`src/verilog/gpf_pkg.sv`:
```
// Register map, field layout and reset values of the port controller
package gpf_pkg;
  localparam int unsigned NPIN = 16;
  localparam logic [11:0] OFS_DIR = 12'h000;
  localparam logic [11:0] OFS_ODMODE = 12'h004;
  localparam logic [11:0] OFS_PDN = 12'h00C;
  localparam logic [11:0] OFS_PUP = 12'h010;
  localparam logic [11:0] OFS_AFH = 12'h014;
  localparam logic [11:0] OFS_AFL = 12'h018;
  localparam logic [11:0] OFS_ANA = 12'h01C;
  localparam logic [11:0] OFS_RISE = 12'h024;
  localparam logic [11:0] OFS_FALL = 12'h028;
  localparam logic [11:0] OFS_FLAGS = 12'h034;
  localparam logic [11:0] OFS_FCLR = 12'h038;
  localparam logic [11:0] OFS_FILT = 12'h040;
  localparam logic [11:0] OFS_IN = 12'h050;
  localparam logic [11:0] OFS_ODR = 12'h054;
  localparam logic [11:0] OFS_BCLR = 12'h058;
  localparam logic [11:0] OFS_BSC = 12'h05C;
  localparam logic [11:0] OFS_TOG = 12'h060;
  // Filter clock select field inside the filter configuration word
  localparam int unsigned FCS_LSB = 16;
  localparam int unsigned FCS_MSB = 18;
  // Set half and clear half of the set/clear word
  localparam int unsigned BSC_CLR_LSB = 16;
  // Reset values: debug pins 13/14 digital with pull-up, the rest analog
  localparam logic [15:0] RST_DIR = 16'hFFFF;
  localparam logic [15:0] RST_ANA = 16'h9FFF;
  localparam logic [15:0] RST_PUP = 16'h6000;
  localparam logic [15:0] RST_ZERO = 16'h0000;
  localparam logic [2:0] DIV8_ALL = 3'h7;
  localparam logic [1:0] DIV4_ALL = 2'h3;

  typedef enum logic [2:0] {
    FCS_DIV2, FCS_DIV4, FCS_DIV8, FCS_BTIM,
    FCS_RCMID, FCS_LSI, FCS_RCSLOW, FCS_AWT
  } gpf_fcs_e;

  // Pad control bundle toward the I/O cells
  typedef struct packed {
    logic [15:0] out;
    logic [15:0] oe;
    logic [15:0] pull_up;
    logic [15:0] pull_down;
    logic [15:0] analog;
  } gpf_pad_s;

  // Filter clock source ticks, one-cycle pulses in the pclk domain
  typedef struct packed {
    logic basic_timer_one;
    logic mid_rate_rc_oscillator;
    logic low_speed_internal_osc;
    logic slow_rate_rc_oscillator;
    logic auto_wakeup_timer;
  } gpf_tick_s;
endpackage : gpf_pkg

```
`src/verilog/gpf_port.sv`:
```
// Sixteen-pin I/O port with edge flags, input filter and APB registers
`timescale 1ns/1ns
`default_nettype none
// How it works
// - Digital input pins flag rising, falling or both edges in one shared bit.
// - An enabled edge sets that pin's flag, readable by software.
// - Writing the clear register clears only the addressed pins' flags.
// - Filter select codes 0-2 give bus clock /2,/4,/8; code 3 timer one overflow.
// - Codes 4-7 select mid RC, low-speed oscillator, slow RC, wakeup timer overflow.
// - With filtering, changes shorter than one filter period never reach edge logic.
// - With filtering, changes lasting over two filter periods always pass.
// - Edge flags work in low-power states and then request wake-up.
// - One filter clock selection serves every pin of the port.
// - Set/clear and bit-clear writes of 1 change only matching latch bits.
// - Writing 1 to the toggle register inverts that pin's output level.
// - Reset leaves debug pins digital with pull-up, others analog without pulls.
// - Direction bit 0 makes the pin an output, 1 an input.
// - Output mode bit 0 gives push-pull, 1 open-drain drive.
// - Analog select 1 gives analog function, 0 digital.
// - A filter configuration bit of 1 enables filtering for that pin.
// - Rise and fall enable registers pick the flagging edge types per pin.
// - Pull-up and pull-down both enabled applies the pull-up only.
module gpf_port
  import gpf_pkg::*;
(
  // Clock and reset
  input wire logic pclk,
  input wire logic presetn,
  // APB slave
  input wire logic psel,
  input wire logic penable,
  input wire logic pwrite,
  input wire logic [11:0] paddr,
  input wire logic [31:0] pwdata,
  output logic [31:0] prdata,
  output logic pready,
  output logic pslverr,
  // Pins and pad control
  input wire logic [15:0] pin_in,
  output gpf_pad_s pad_ctrl,
  output logic [63:0] alt_func_sel,
  // Filter clock sources
  input wire gpf_tick_s filt_ticks,
  // Power and interrupt
  input wire logic low_power_mode,
  output logic port_irq,
  output logic wakeup_req
);
  logic [15:0] dir_q, odmode_q, pdn_q, pup_q, ana_q, rise_q, fall_q;
  logic [15:0] filt_en_q, odr_q, flags_q, sync1_q, sync2_q, smp_q, filt_q, prev_q;
  logic [31:0] afh_q, afl_q, prdata_q;
  logic [2:0] fcs_q, div_q;
  logic pslverr_q;
  gpf_pad_s pad_q;
  logic wr, setup, known;
  logic [31:0] rdata;
  logic tick;
  logic [15:0] edge_in, rise_ev, fall_ev, digin, flag_clr;

  assign setup = psel & ~penable;
  assign wr = psel & penable & pwrite;
  assign pready = 1'b1;
  assign prdata = prdata_q;
  assign pslverr = pslverr_q;

  // Configuration registers
  always_ff @(posedge pclk or negedge presetn) begin
    if (!presetn) begin
      dir_q <= RST_DIR;
      ana_q <= RST_ANA;
      pup_q <= RST_PUP;
      odmode_q <= RST_ZERO;
      pdn_q <= RST_ZERO;
      rise_q <= RST_ZERO;
      fall_q <= RST_ZERO;
      filt_en_q <= RST_ZERO;
      fcs_q <= FCS_DIV2;
      afh_q <= '0;
      afl_q <= '0;
    end else if (wr) begin
      if (paddr == OFS_DIR) begin
        dir_q <= pwdata[15:0];
      end else if (paddr == OFS_ODMODE) begin
        odmode_q <= pwdata[15:0];
      end else if (paddr == OFS_PDN) begin
        pdn_q <= pwdata[15:0];
      end else if (paddr == OFS_PUP) begin
        pup_q <= pwdata[15:0];
      end else if (paddr == OFS_AFH) begin
        afh_q <= pwdata;
      end else if (paddr == OFS_AFL) begin
        afl_q <= pwdata;
      end else if (paddr == OFS_ANA) begin
        ana_q <= pwdata[15:0];
      end else if (paddr == OFS_RISE) begin
        rise_q <= pwdata[15:0];
      end else if (paddr == OFS_FALL) begin
        fall_q <= pwdata[15:0];
      end else if (paddr == OFS_FILT) begin
        filt_en_q <= pwdata[15:0];
        fcs_q <= pwdata[FCS_MSB:FCS_LSB];
      end
    end
  end

  // Output latch with atomic set, clear and toggle
  always_ff @(posedge pclk or negedge presetn) begin
    if (!presetn) begin
      odr_q <= RST_ZERO;
    end else if (wr) begin
      if (paddr == OFS_ODR) begin
        odr_q <= pwdata[15:0];
      end else if (paddr == OFS_BCLR) begin
        odr_q <= odr_q & ~pwdata[15:0];
      end else if (paddr == OFS_BSC) begin
        // Set half wins over clear half on the same pin
        odr_q <= (odr_q & ~pwdata[31:BSC_CLR_LSB]) | pwdata[15:0];
      end else if (paddr == OFS_TOG) begin
        odr_q <= odr_q ^ pwdata[15:0];
      end
    end
  end

  // Pad drive, registered
  always_ff @(posedge pclk or negedge presetn) begin
    if (!presetn) begin
      pad_q <= '0;
    end else begin
      pad_q.analog <= ana_q;
      pad_q.out <= odr_q & ~odmode_q;
      pad_q.oe <= ~dir_q & ~ana_q & (~odmode_q | ~odr_q);
      pad_q.pull_up <= pup_q & ~ana_q;
      pad_q.pull_down <= pdn_q & ~pup_q & ~ana_q;
    end
  end
  assign pad_ctrl = pad_q;
  assign alt_func_sel = {afh_q, afl_q};

  // Input synchroniser; first stage feeds only the second
  always_ff @(posedge pclk or negedge presetn) begin
    if (!presetn) begin
      sync1_q <= RST_ZERO;
      sync2_q <= RST_ZERO;
    end else begin
      sync1_q <= pin_in;
      sync2_q <= sync1_q;
    end
  end

  // Filter tick selection
  always_ff @(posedge pclk or negedge presetn) begin
    if (!presetn) begin
      div_q <= '0;
    end else begin
      div_q <= div_q + 3'h1;
    end
  end

  always_comb begin
    case (gpf_fcs_e'(fcs_q))
      FCS_DIV2: tick = div_q[0];
      FCS_DIV4: tick = (div_q[1:0] == DIV4_ALL);
      FCS_DIV8: tick = (div_q == DIV8_ALL);
      FCS_BTIM: tick = filt_ticks.basic_timer_one;
      FCS_RCMID: tick = filt_ticks.mid_rate_rc_oscillator;
      FCS_LSI: tick = filt_ticks.low_speed_internal_osc;
      FCS_RCSLOW: tick = filt_ticks.slow_rate_rc_oscillator;
      default: tick = filt_ticks.auto_wakeup_timer;
    endcase
  end

  // Two-sample glitch filter; tracks the input while disabled
  always_ff @(posedge pclk or negedge presetn) begin
    if (!presetn) begin
      smp_q <= RST_ZERO;
      filt_q <= RST_ZERO;
    end else begin
      if (tick) begin
        smp_q <= sync2_q;
      end
      filt_q <= (~filt_en_q & sync2_q)
              | (filt_en_q & (tick ? ((sync2_q & ~(sync2_q ^ smp_q))
                                      | (filt_q & (sync2_q ^ smp_q)))
                                   : filt_q));
    end
  end

  // Edge detection and sticky flags
  assign edge_in = (filt_en_q & filt_q) | (~filt_en_q & sync2_q);
  assign digin = dir_q & ~ana_q;
  assign rise_ev = digin & rise_q & edge_in & ~prev_q;
  assign fall_ev = digin & fall_q & ~edge_in & prev_q;
  assign flag_clr = (wr && paddr == OFS_FCLR) ? ~pwdata[15:0] : RST_ZERO;

  always_ff @(posedge pclk or negedge presetn) begin
    if (!presetn) begin
      prev_q <= RST_ZERO;
      flags_q <= RST_ZERO;
    end else begin
      prev_q <= edge_in;
      // New event wins over a clear in the same cycle
      flags_q <= (flags_q & ~flag_clr) | rise_ev | fall_ev;
    end
  end

  assign port_irq = |flags_q;
  assign wakeup_req = port_irq & low_power_mode;

  // Read mux, captured in the setup cycle
  always_comb begin
    rdata = '0;
    known = 1'b1;
    if (paddr == OFS_DIR) begin
      rdata[15:0] = dir_q;
    end else if (paddr == OFS_ODMODE) begin
      rdata[15:0] = odmode_q;
    end else if (paddr == OFS_PDN) begin
      rdata[15:0] = pdn_q;
    end else if (paddr == OFS_PUP) begin
      rdata[15:0] = pup_q;
    end else if (paddr == OFS_AFH) begin
      rdata = afh_q;
    end else if (paddr == OFS_AFL) begin
      rdata = afl_q;
    end else if (paddr == OFS_ANA) begin
      rdata[15:0] = ana_q;
    end else if (paddr == OFS_RISE) begin
      rdata[15:0] = rise_q;
    end else if (paddr == OFS_FALL) begin
      rdata[15:0] = fall_q;
    end else if (paddr == OFS_FLAGS) begin
      rdata[15:0] = flags_q;
    end else if (paddr == OFS_FILT) begin
      rdata[15:0] = filt_en_q;
      rdata[FCS_MSB:FCS_LSB] = fcs_q;
    end else if (paddr == OFS_IN) begin
      rdata[15:0] = sync2_q;
    end else if (paddr == OFS_ODR) begin
      rdata[15:0] = odr_q;
    end else if (paddr == OFS_FCLR || paddr == OFS_BCLR) begin
      rdata = '0;
    end else if (paddr == OFS_BSC || paddr == OFS_TOG) begin
      rdata = '0;
    end else begin
      known = 1'b0;
    end
  end

  always_ff @(posedge pclk or negedge presetn) begin
    if (!presetn) begin
      prdata_q <= '0;
      pslverr_q <= 1'b0;
    end else if (setup) begin
      prdata_q <= pwrite ? 32'h0000_0000 : rdata;
      pslverr_q <= ~known;
    end
  end

  // Checks
  a_flag_set: assert property (@(posedge pclk) disable iff (!presetn)
    (rise_ev | fall_ev) != 0 |=> (flags_q & $past(rise_ev | fall_ev)) == $past(rise_ev | fall_ev))
    else $error("edge event did not set its flag");
  a_flag_clear: assert property (@(posedge pclk) disable iff (!presetn)
    wr && paddr == OFS_FCLR && !pwdata[0] && !rise_ev[0] && !fall_ev[0] |=> !flags_q[0])
    else $error("clear write left flag 0 set");
  a_clear_keep: assert property (@(posedge pclk) disable iff (!presetn)
    wr && paddr == OFS_FCLR && pwdata[1] && flags_q[1] |=> flags_q[1])
    else $error("writing 1 to clear dropped flag 1");
  a_irq_or: assert property (@(posedge pclk) disable iff (!presetn)
    port_irq == (flags_q != 0))
    else $error("port request not the OR of flags");
  a_glitch_block: assert property (@(posedge pclk) disable iff (!presetn)
    filt_en_q[3] && tick && sync2_q[3] != smp_q[3] |=> filt_q[3] == $past(filt_q[3]))
    else $error("filter passed an unconfirmed sample");
  a_filter_pass: assert property (@(posedge pclk) disable iff (!presetn)
    filt_en_q[3] && tick && sync2_q[3] == smp_q[3] |=> filt_q[3] == $past(sync2_q[3]))
    else $error("filter missed two equal samples");
  a_toggle_odr: assert property (@(posedge pclk) disable iff (!presetn)
    wr && paddr == OFS_TOG |=> odr_q == ($past(odr_q) ^ $past(pwdata[15:0])))
    else $error("toggle write gave wrong latch");
  a_bclr_only: assert property (@(posedge pclk) disable iff (!presetn)
    wr && paddr == OFS_BCLR |=> odr_q == ($past(odr_q) & ~$past(pwdata[15:0])))
    else $error("bit clear touched other bits");
  a_pull_prio: assert property (@(posedge pclk) disable iff (!presetn)
    pup_q[3] && pdn_q[3] && !ana_q[3] |=> pad_q.pull_up[3] && !pad_q.pull_down[3])
    else $error("pull-down applied with pull-up");
  a_wake_req: assert property (@(posedge pclk) disable iff (!presetn)
    low_power_mode && (rise_ev | fall_ev) != 0 |=> wakeup_req || !low_power_mode)
    else $error("no wake-up after edge in low power");
  a_oe_dir: assert property (@(posedge pclk) disable iff (!presetn)
    dir_q[2] |=> !pad_q.oe[2])
    else $error("input pin is driven");
  // Latch, pad, flag, filter, wake-up and tick checks
  a_bsc_latch: assert property (@(posedge pclk) disable iff (!presetn)
    wr && paddr == OFS_BSC |=> odr_q == (($past(odr_q) & ~$past(pwdata[31:16])) | $past(pwdata[15:0])))
    else $error("set/clear write gave wrong latch");
  a_od_drive: assert property (@(posedge pclk) disable iff (!presetn)
    !dir_q[5] && !ana_q[5] && odmode_q[5] |=> !pad_q.out[5] && pad_q.oe[5] == !$past(odr_q[5]))
    else $error("open-drain pin drove high");
  a_pp_drive: assert property (@(posedge pclk) disable iff (!presetn)
    !dir_q[5] && !ana_q[5] && !odmode_q[5] |=> pad_q.oe[5] && pad_q.out[5] == $past(odr_q[5]))
    else $error("push-pull pin not driving its latch");
  a_ana_pad: assert property (@(posedge pclk) disable iff (!presetn)
    ana_q[6] |=> pad_q.analog[6] && !pad_q.oe[6] && !pad_q.pull_up[6] && !pad_q.pull_down[6])
    else $error("analog pin kept digital drive or pulls");
  a_ana_no_flag: assert property (@(posedge pclk) disable iff (!presetn)
    ana_q[4] |-> !rise_ev[4] && !fall_ev[4])
    else $error("analog pin raised an edge event");
  a_out_no_flag: assert property (@(posedge pclk) disable iff (!presetn)
    !dir_q[0] |-> !rise_ev[0] && !fall_ev[0])
    else $error("output pin raised an edge event");
  a_flag_sticky: assert property (@(posedge pclk) disable iff (!presetn)
    flags_q[0] && !(wr && paddr == OFS_FCLR && !pwdata[0]) |=> flags_q[0])
    else $error("flag 0 dropped without a clear");
  a_flag_quiet: assert property (@(posedge pclk) disable iff (!presetn)
    !flags_q[1] && !rise_ev[1] && !fall_ev[1] |=> !flags_q[1])
    else $error("flag 1 set without an enabled edge");
  a_unfilt_follow: assert property (@(posedge pclk) disable iff (!presetn)
    !filt_en_q[7] |-> edge_in[7] == sync2_q[7])
    else $error("unfiltered pin not seen directly");
  a_filt_hold: assert property (@(posedge pclk) disable iff (!presetn)
    filt_en_q[3] && !tick |=> filt_q[3] == $past(filt_q[3]))
    else $error("filter output moved between ticks");
  a_wake_idle: assert property (@(posedge pclk) disable iff (!presetn)
    !low_power_mode |-> !wakeup_req)
    else $error("wake-up requested while active");
  a_div_spacing: assert property (@(posedge pclk) disable iff (!presetn)
    fcs_q == FCS_DIV4 && tick && !(wr && paddr == OFS_FILT) |=> !tick)
    else $error("divided filter tick lasted two cycles");
  a_btim_sel: assert property (@(posedge pclk) disable iff (!presetn)
    fcs_q == FCS_BTIM |-> tick == filt_ticks.basic_timer_one)
    else $error("timer overflow not used as filter tick");
  a_awt_sel: assert property (@(posedge pclk) disable iff (!presetn)
    fcs_q == FCS_AWT |-> tick == filt_ticks.auto_wakeup_timer)
    else $error("wakeup timer overflow not used as filter tick");
  a_pdn_alone: assert property (@(posedge pclk) disable iff (!presetn)
    pdn_q[9] && !pup_q[9] && !ana_q[9] |=> pad_q.pull_down[9])
    else $error("lone pull-down not applied");
  c_rise: cover property (@(posedge pclk) disable iff (!presetn) rise_ev != 0);
  c_fall: cover property (@(posedge pclk) disable iff (!presetn) fall_ev != 0);
  c_filtered: cover property (@(posedge pclk) disable iff (!presetn)
    filt_en_q[3] && $rose(filt_q[3]));
  c_wake: cover property (@(posedge pclk) disable iff (!presetn) $rose(wakeup_req));
  c_cleared: cover property (@(posedge pclk) disable iff (!presetn) $fell(port_irq));
endmodule : gpf_port
`default_nettype wire

```
`config.mk`:
```
export PLATFORM = sky130hd
export DESIGN_NAME = gpf_port
export DESIGN_NICKNAME = d
export VERILOG_FILES = /design/src/verilog/gpf_pkg.sv /design/src/verilog/gpf_port.sv
export SDC_FILE = /design/constraint.sdc
export NUM_CORES = 1
export LEC_CHECK = 0
export BUFFER_PORTS_ARGS = -buffer_cell sky130_fd_sc_hd__buf_4
export CAP_MARGIN = 40
export CORE_MARGIN = 2
export CORE_UTILIZATION = 30
export DETAILED_ROUTE_END_ITERATION = 10
export PLACE_DENSITY = 0.59
export SLEW_MARGIN = 0
export SYNTH_ARGS = -nofsm -noshare
export SYNTH_HDL_FRONTEND = slang
export SYNTH_SLANG_ARGS = --single-unit
```
`constraint.sdc`:
```
create_clock -name pclk -period 2.06 [get_ports pclk]
set_clock_uncertainty 0.1 [all_clocks]
set_input_delay 0.412 -clock pclk [delete_from_list [all_inputs] [get_ports pclk]]
set_output_delay 0.412 -clock pclk [all_outputs]
set_load 0.01 [all_outputs]
```
==> out/results.ini, run 1 <==
[grt]
grt_max_degree = 73
antenna_found_initial = 1
grt_pass1_wl_um = 98300
grt_overflow = 0
first_global_vias = 14734
track_usage = 0.203

[drt]
drt_iter0_markers = 1181
vias = 14412
wirelength_um = 66200
post_drt_via_cell_ratio = 5.10
dr_wl_met3_um = 4070
first_pass_iters = 5
wl_per_cell_um = 23.4
top_layer_used = met4
drc = 0
ant_nets = 0
wl_met1_um = 29700
wl_met2_um = 30900

[die]
die_area_um2 = 64900
num_rows = 91
pin_count = 251
die_w_um = 255
core_um2 = 61900
die_y_um = 255
start_util = 0.304

[yosys]
synth_cells = 1554
synth_top_flop_cell = dfrtp_1
ys_types = 67
netlist.area_leader.share = 0.519
ys_ff_latch = 423
post-synth-top-count-cell = dfrtp_1
synth_common_cells = dfrtp_1, mux2_2, o21ai_0
ys_top_cells_by_area = dfrtp_1, mux2_2, dfstp_2, o21ai_0, mux4_2
yosys.area.top_type = dfrtp_1
synthArstFlopShare = 1.00
syn-num-nets = 1643
syn_area_um2 = 18900
synth-edff-count = 0
ys.warnings.count = 0
ys_seq_area_frac = 0.563
synth_area_per_cell_um2 = 12.1

[setup_path]
slowest_stage = dfrtp_1
rrSetupSlack_ps = -250
cp-end-kind = output port
reg2reg_depth = 10
reg2reg_from = div_q[0]
path_class = flip-flop to output port
crit_path_max_fanout = 2
cp_common_cell = buf_6
cp_slowest_stage_delay_ps = 400
crit_chain = nor4_2 > buf_4 > nand4_1 > buf_6 > and2_4 > buf_6
critPathLaunch = flags_q[1]
cp_data_required_time_ps = 1550
critical_path.startpoint_type = flip-flop
worstPathArrival_ps = 2010
endpoint = wakeup_req

[timing]
fmaxAchievable_mhz = 397
min_period_over_period = 1.22
rsz0062_at_grt = true
finalHoldViolations = 0
postLayoutSetupSlackWorst_ps = -458
fin_crit_ps = 2520
setup_viol_count_final = 34
maxSlewHeadroom = 0.630
worst_pin_slew_ps = 556
drv_slew = 0

[status]
status = finished, violations left
failed_checks = negative setup slack

[final_layout]
finalNonFillerCells = 2824
final_layout_size_suffix_gt1_frac = 0.438
fin_nets = 2040
area_growth_pct = 36.3

[power_and_ir_drop]
power_density_nw_per_um2 = 719
power_w = 0.0185
p_leak_nw = 11.7
ir_drop_mv = 0.477

[placed_design]
dp_hpwl_um = 48700
numPortBuffers = 249
finalWeightedCongestion = 0.873
placed_cells = 2695

[clocking]
htree_levels = 2
cts_inserted_buffers = 45
cts_sinks = 423
cts_tree = yes
clk_pin_slew_ps = 60
root_buffer = clkbuf_16
clockBufferDepth = 3
insertion_delay_ps = 590

[min_path]
min_path_cells = 2
hp-class = input pin to flip-flop

[job]
maxCapViolations = 0

where the power goes:
part | total (W) | internal [W] | switching (W)
Sequential | 0.00853 | 0.00843 | 0.0000985
Clock | 0.00875 | 0.00532 | 0.00343
Combinational | 0.00119 | 0.000486 | 0.000701
Total | 0.0185 | 0.0142 | 0.00423
kinds of logic after synthesis:
| family | count (synthesis) | synth area share |
|---|---|---|
| AOI/OAI and AO/OA | 330 | 0.119 |
| adders and majority gates | 18 | 0.0119 |
| buffers and inverters | 133 | 0.0305 |
| DFF | 423 | 0.563 |
| muxes | 249 | 0.158 |
| other | 1 | 0.000199 |
| and+or+nand+nor | 400 | 0.117 |
cells in the final DEF (no fill, tap or decap), drive strengths merged, types with 18 or more instances in the layout:
cell / Yosys / final
mux4: 18 / 18
and2: 18 / 18
a21oi: 62 / 62
nand3b: 33 / 33
a211oi: 19 / 19
nor3: 42 / 42
nor2: 65 / 65
clkbuf: 63 / 66
mux2: 212 / 212
dfstp: 32 / 32
mux2i: 19 / 19
inv: 34 / 36
nand3: 48 / 48
dfrtp: 391 / 391
ha: 18 / 18
o21ai: 112 / 112
a221oi: 30 / 30
nor2b: 37 / 37
buf: 36 / 415
nand2: 94 / 94
dlygate4sd3: 0 / 33
through the flow:
| stage | setup TNS, ps | util | hold slack [ps] | instance area, um^2 | worst slack, ps |
|---|---|---|---|---|---|
| 6_report | -6220 | 0.415 | 116 | 25700 | -458 |
| 5_1_grt | -8710 | 0.415 | 109 | 25700 | -515 |
| 4_1_cts | -5630 | 0.414 | 76.0 | 25600 | -401 |
| 3_5_place_dp | -76450 | 0.377 | 209 | 23300 | -469 |
| 3_3_place_gp | -69670 | 0.377 | 208 | 23300 | -384 |
| 2_1_floorplan | -9210 | - | 16.4 | 19300 | -191 |
layout make-up:
cell class / instances / area (um^2)
antenna: 1 / 2.50
inverter: 34 / 128
fill: 5843 / 36200
clock inverter: 17 / 245
timing repair buffer: 449 / 4070
clock buffer: 65 / 1350
sequential: 423 / 10600
tap: 837 / 1050
multi-input combinational: 998 / 8230
routing by layer:
layer,track usage,vias to the layer above
li1,-,6473
met1,0.284,7434
met2,0.324,423
met3,0.0377,82
met4,0.0566,0
met5,0,-
registers in the layout, summed over array words and instances, names as in the netlist, 32 cells and up, named ones only:
signal    count
pad_ctrl     80
afl_q        32
afh_q        32
prdata       32
critical path, delay by kind of cell, from the launching register on:
family	cells	cell delay, ps
DFF	1	400
buffers and inverters	3	460
and+or+nand+nor	3	570
repair_timing:
action                     CTS  global route
hold endpoints to repair   213             0
pin swaps                    8             7
setup endpoints to repair   34            34
gates resized for setup     81            39
hold buffers                33             0
buffers inserted             8             3
gates cloned                 6             1
worst min-delay path by stage:
stage | slack [ps] | endpoint | start
floorplan | 20 | async pin | presetn
global placement | 210 | sync1_q[1] | presetn
detailed placement | 210 | sync1_q[2] | presetn
CTS | 80 | pup_q[5] | pwdata[5]
global route | 110 | pup_q[5] | pwdata[5]
finish | 120 | odmode_q[13] | pwdata[13]
Note: power is estimated with default switching activity, not from simulation.
==> inputs of run 2 (changes only) <==
--- a/config.mk
+++ b/config.mk
@@ -5,7 +5,7 @@
 export SDC_FILE = /design/constraint.sdc
 export NUM_CORES = 1
 export LEC_CHECK = 0
-export BUFFER_PORTS_ARGS = -buffer_cell sky130_fd_sc_hd__buf_4
+export BUFFER_PORTS_ARGS = -buffer_cell sky130_fd_sc_hd__buf_2
 export CAP_MARGIN = 40
 export CORE_MARGIN = 2
 export CORE_UTILIZATION = 30
==> run 2 against run 1 <==
  * The flow still finishes with violations (negative setup slack)
  * Utilization shrank 1.0 points
  * Non-clock buffer count down 3
  * Critical path depth stayed put
  * Wire length grew 4.4%
  * Fmax is 1.5% lower
  * Power is 0.31% lower
  * Critical path type unchanged
  * Sequential share of layout area up 1.0 points
  * Cell area is 2.4% lower
  * Clock power hardly changed
==> out/results.ini, run 2 (synthesized netlist as in run 1, its figures left out) <==
[min_path]
min-delay-start = pwdata[21]
worstHoldEndpoint = afl_q[21]
min_path_cells = 2  ; unchanged
hp-class = input pin to flip-flop

[setup_path]
path_class = flip-flop to output port
rrSetupSlack_ps = -220  ; +30 ps
reg2reg_from = div_q[0]
cp-end-kind = output port
worstPathArrival_ps = 2040  ; +30 ps
crit_path_max_fanout = 3  ; +1
cp_data_required_time_ps = 1550  ; about the same
critical_path.startpoint_type = flip-flop
reg2reg_depth = 10  ; unchanged
critPathLaunch = flags_q[3]

[power_and_ir_drop]
power_density_nw_per_um2 = 734  ; +2.1%
share_comb_of_total_power = 0.062  ; -0.002
p_leak_nw = 11.6  ; -0.39%
seqPwrFrac = 0.464  ; +0.002
p_sw_w = 0.00435  ; +2.7%
ir_drop_mv = 0.557  ; +17%
swShare = 0.236  ; +0.00694
intPower_w = 0.0141  ; -1.2%
power_w = 0.0184  ; -0.31%
p_clk_frac = 0.474  ; about the same

[placed_design]
numPortBuffers = 249  ; unchanged
dpl_worst_slack_ps = -533  ; -64.3 ps
dp_hpwl_um = 48900  ; +0.45%
placed_cells = 2696  ; +0.037%
finalWeightedCongestion = 0.896  ; +2.6%

[clocking]
cts_sinks = 423  ; unchanged
root_buffer = clkbuf_16
clockBufferDepth = 3  ; unchanged
insertion_delay_ps = 600  ; about the same
htree_levels = 2  ; unchanged
clk_pin_slew_ps = 60  ; about the same
cts_inserted_buffers = 47  ; +4.4%
cts_tree = yes

[final_layout]
final_common_cell = dfrtp_1
final_cell_mix = dfrtp_1, buf_2, mux2_2
largest_register_ffs = 80  ; unchanged
finalNonFillerCells = 2828  ; +0.14%
area_growth_pct = 33.0
final_layout_size_suffix_gt1_frac = 0.444  ; +0.00688
post-route-util = 0.405  ; -0.00996
fin_nets = 2040  ; unchanged

[drt]
first_pass_iters = 5  ; unchanged
ant_nets = 0  ; unchanged
wirelength_um = 69100  ; +4.4%
drt_iter0_markers = 1323  ; +12%
post_drt_via_cell_ratio = 5.24  ; +2.7%
wl_per_cell_um = 24.4  ; +4.3%
vias = 14818  ; +2.8%
drc = 0  ; unchanged

[timing]
min_period_over_period = 1.24  ; +0.0187
worst_pin_slew_ps = 668  ; +112 ps
setup_viol_count_final = 35  ; +2.9%
maxSlewHeadroom = 0.552  ; -0.0773
fmaxAchievable_mhz = 391  ; -1.5%
drv_slew = 0  ; unchanged
postLayoutSetupSlackWorst_ps = -496  ; -38.5 ps
setup_tns_ps = -7030  ; -811 ps
fin_crit_ps = 2560  ; +38.5 ps
finalHoldViolations = 0  ; unchanged
rsz0062_at_grt = true

[die]
die_area_um2 = 64900  ; unchanged
start_util = 0.304  ; unchanged
die_w_um = 255  ; unchanged
core_um2 = 61900  ; unchanged
num_rows = 91  ; unchanged
pin_count = 251  ; unchanged
die_y_um = 255  ; unchanged

[status]
status = finished, violations left
failed_checks = negative setup slack

[grt]
antenna_found_initial = 2  ; +1
first_global_vias = 15086  ; +2.4%
grt_pass1_wl_um = 102000  ; +4.1%
track_usage = 0.212  ; +0.00898
grt_max_degree = 83  ; +14%
grt_overflow = 0  ; unchanged

[job]
maxCapViolations = 0  ; unchanged

run 2: power groups by stage:
stage / Combinational, W / Sequential [W] / Clock, W
finish: 0.00115 / 0.00854 / 0.00873
global route: 0.00125 / 0.00855 / 0.00922
CTS: 0.00114 / 0.00853 / 0.00893
detailed placement: 0.00107 / 0.00867 / 0
global placement: 0.00105 / 0.00867 / 0
floorplan: 0.000420 / 0.00865 / 0
run 2: worst max-delay path by stage:
| stage | endpoint | slack [ps] | cells past startpoint |
|---|---|---|---|
| global placement | odr_q[11] | -630 | 6 |
| global route | wakeup_req | -520 | 6 |
| finish | wakeup_req | -500 | 6 |
| CTS | wakeup_req | -550 | 6 |
| detailed placement | prdata[12] | -530 | 8 |
| floorplan | odr_q[10] | -190 | 6 |
run 2: repair_timing:
action | 4_1_cts | 5_1_grt
hold buffers | 25 | 0
gates resized for setup | 85 | 54
endpoints found under the setup margin | 34 | 40
pin swaps | 14 | 18
cloned | 7 | 2
buffers inserted | 11 | 3
hold endpoints to repair | 163 | 0
run 2: area by class of cell:
cell class | count | area [um^2]
clock buffer | 69 | 1360
fill | 5916 | 36900
inverter | 34 | 128
sequential | 423 | 10600
tap | 837 | 1050
antenna | 2 | 5.00
multi-input combinational | 999 | 8330
timing repair buffer | 446 | 3360
clock inverter | 18 | 233
run 2: routing by layer:
layer / GRT usage / up-vias / routed length (um)
met3: 0.0475 / 114 / 5000
met4: 0.0650 / 2 / 2180
met2: 0.331 / 525 / 31600
li1: - / 6490 / -
met1: 0.294 / 7687 / 30300
met5: 0.00526 / - / 47
run 2: stage by stage:
step	instance area (um^2)	hold WS, ps
final	25100	26.4
after global routing	25100	20.3
after detailed placement	22600	215
after CTS	24900	6.77
after global placement	22600	215
after floorplan	19300	16.4
run 2: worst max-delay path: stages (launching register included):
cell     delay [ps]
dfrtp_1         420
nor4_4          370
buf_4           170
nand4_1         100
buf_6           160
and2_4          130
buf_6           110
==> inputs of run 3 (changes only) <==
--- a/config.mk
+++ b/config.mk
@@ -10,6 +10,7 @@
 export CORE_MARGIN = 2
 export CORE_UTILIZATION = 30
 export DETAILED_ROUTE_END_ITERATION = 10
+export HOLD_SLACK_MARGIN = 0.12
 export PLACE_DENSITY = 0.59
 export SLEW_MARGIN = 0
 export SYNTH_ARGS = -nofsm -noshare
==> run 3 against run 2 <==
  * The run still ends with negative setup slack left
  * Sequential cell count unchanged
  * First-iteration DRC count grew 3.4%
  * Highest routed layer unchanged
  * Count of clock-buffer cells in the layout stayed put
  * Critical endpoint unchanged
  * Non-clock buffer count increased by 8
  * Combinational power is essentially flat
==> out/results.ini, run 3 (synthesized netlist as in run 1, its figures left out) <==
[status]
status = finished, violations left
failed_checks = negative setup slack

[drt]
first_pass_iters = 5  ; unchanged
wirelength_um = 69100  ; about the same
post_drt_via_cell_ratio = 5.22  ; -0.38%
drc = 0  ; unchanged
drt_iter0_markers = 1368  ; +3.4%
vias = 14803  ; -0.10%
ant_nets = 0  ; unchanged
wl_per_cell_um = 24.4  ; -0.27%

[die]
core_um2 = 61900  ; unchanged
pin_count = 251  ; unchanged
die_y_um = 255  ; unchanged
num_rows = 91  ; unchanged
start_util = 0.304  ; unchanged
die_w_um = 255  ; unchanged
die_area_um2 = 64900  ; unchanged

[power_and_ir_drop]
power_density_nw_per_um2 = 732  ; -0.24%
share_comb_of_total_power = 0.063  ; about the same
seqPwrFrac = 0.463  ; about the same
swShare = 0.236  ; about the same
p_clk_frac = 0.474  ; about the same
p_sw_w = 0.00435  ; +0.11%
p_leak_nw = 11.7  ; +0.29%
intPower_w = 0.0141  ; about the same
ir_drop_mv = 0.559  ; +0.30%

[setup_path]
crit_path_max_fanout = 2  ; -1
worstPathArrival_ps = 2020  ; -20 ps
path_class = flip-flop to output port
cp_data_required_time_ps = 1550  ; about the same
cp-end-kind = output port
reg2reg_depth = 10  ; unchanged
critical_path.startpoint_type = flip-flop

[grt]
grt_max_degree = 83  ; unchanged
track_usage = 0.213  ; +0.000287
grt_pass1_wl_um = 102000  ; +0.14%
grt_overflow = 0  ; unchanged
antenna_found_initial = 2  ; unchanged
first_global_vias = 15114  ; +0.19%

[final_layout]
area_growth_pct = 33.5
final_cell_mix = dfrtp_1, buf_2, mux2_2
fill_cells = 5910  ; -0.10%
fin_nets = 2048  ; +0.39%
multi_input_area_um2 = 8330  ; unchanged
final_common_cell = dfrtp_1
largest_register_ffs = 80  ; unchanged
final_layout_size_suffix_gt1_frac = 0.443  ; -0.00178
finalNonFillerCells = 2836  ; +0.28%
ff_latch_area_um2 = 10600  ; unchanged

[placed_design]
dp_hpwl_um = 48900  ; unchanged
numPortBuffers = 249  ; unchanged
finalWeightedCongestion = 0.896  ; unchanged
placed_cells = 2696  ; unchanged

[timing]
maxSlewHeadroom = 0.557  ; +0.00461
setup_viol_count_final = 35  ; unchanged
finalHoldViolations = 0  ; unchanged
min_period_over_period = 1.23  ; -0.0107
postLayoutSetupSlackWorst_ps = -474  ; +22.0 ps
setup_tns_ps = -6900  ; +126 ps
drv_slew = 0  ; unchanged
fmaxAchievable_mhz = 395  ; +0.87%
rsz0062_at_grt = true
worst_pin_slew_ps = 661  ; -6.88 ps
fin_crit_ps = 2530  ; -22.0 ps

[clocking]
cts_tree = yes
clk_pin_slew_ps = 60  ; about the same
root_buffer = clkbuf_16
insertion_delay_ps = 600  ; about the same
clockBufferDepth = 3  ; unchanged
htree_levels = 2  ; unchanged
cts_inserted_buffers = 47  ; unchanged
cts_sinks = 423  ; unchanged

[job]
maxCapViolations = 0  ; unchanged

[min_path]
hp-class = input pin to async pin

run 3: cell count changes in the layout (fill, tap and decap cells not counted), sizes merged:
| cell | previous run | this run |
|---|---|---|
| dlygate4sd3 | 25 | 33 |
run 3: worst max-delay path, cell delays in order, from the launching register on:
cell and delay (ps):
dfrtp_1 400, nor4_4 360, buf_4 170, nand4_1 100
buf_6 160, and2_4 130, buf_6 110
run 3: cell type report:
cell class,count,area share
flip-flops and latches,423,0.422
multi-input cells,999,0.331
repair buffers,454,0.137
clock buffers,69,0.0540
well taps,837,0.0416
clock inverters,18,0.00925
inverters,34,0.00507
diodes,2,0.000199
run 3: layer usage:
layer | track usage | wire, um
met5 | 0.00526 | 46
met4 | 0.0650 | 2130
met3 | 0.0478 | 4920
met2 | 0.332 | 31600
met1 | 0.294 | 30400
run 3: final timing paths:
kind                                 start          to  slack, ps
worst max register to register    div_q[0]   flip-flop       -220
worst max-delay path            flags_q[4]  wakeup_req       -470
worst min register to register  sync1_q[5]  sync2_q[5]        240
max in group asynchronous          presetn   dir_q[15]        890
worst min-delay path               presetn  sync1_q[1]        180
min in group pclk                pwdata[5]    afl_q[5]        180
run 3: power groups by stage:
stage	registers, W	clock network, W	logic (W)
3_5_place_dp	0.00867	0	0.00107
3_3_place_gp	0.00867	0	0.00105
6_report	0.00854	0.00873	0.00116
4_1_cts	0.00853	0.00893	0.00115
2_1_floorplan	0.00865	0	0.000420
5_1_grt	0.00855	0.00922	0.00126
run 3: through the flow:
stage	utilization	total power, W	instance area (um^2)	setup slack [ps]	hold slack (ps)
floorplan	-	0.00907	19300	-191	16.4
global placement	0.365	0.00972	22600	-629	215
detailed placement	0.366	0.00975	22600	-533	215
CTS	0.404	0.0186	25000	-547	147
global route	0.406	0.0190	25200	-521	185
finish	0.406	0.0184	25200	-474	176
run 3: what timing repair did:
item	CTS	global route
resized for setup	85	54
buffers inserted	11	3
endpoints found under the hold margin	343	0
setup endpoints to repair	34	40
gates cloned	7	2
hold buffers	33	0
pin swaps	14	18
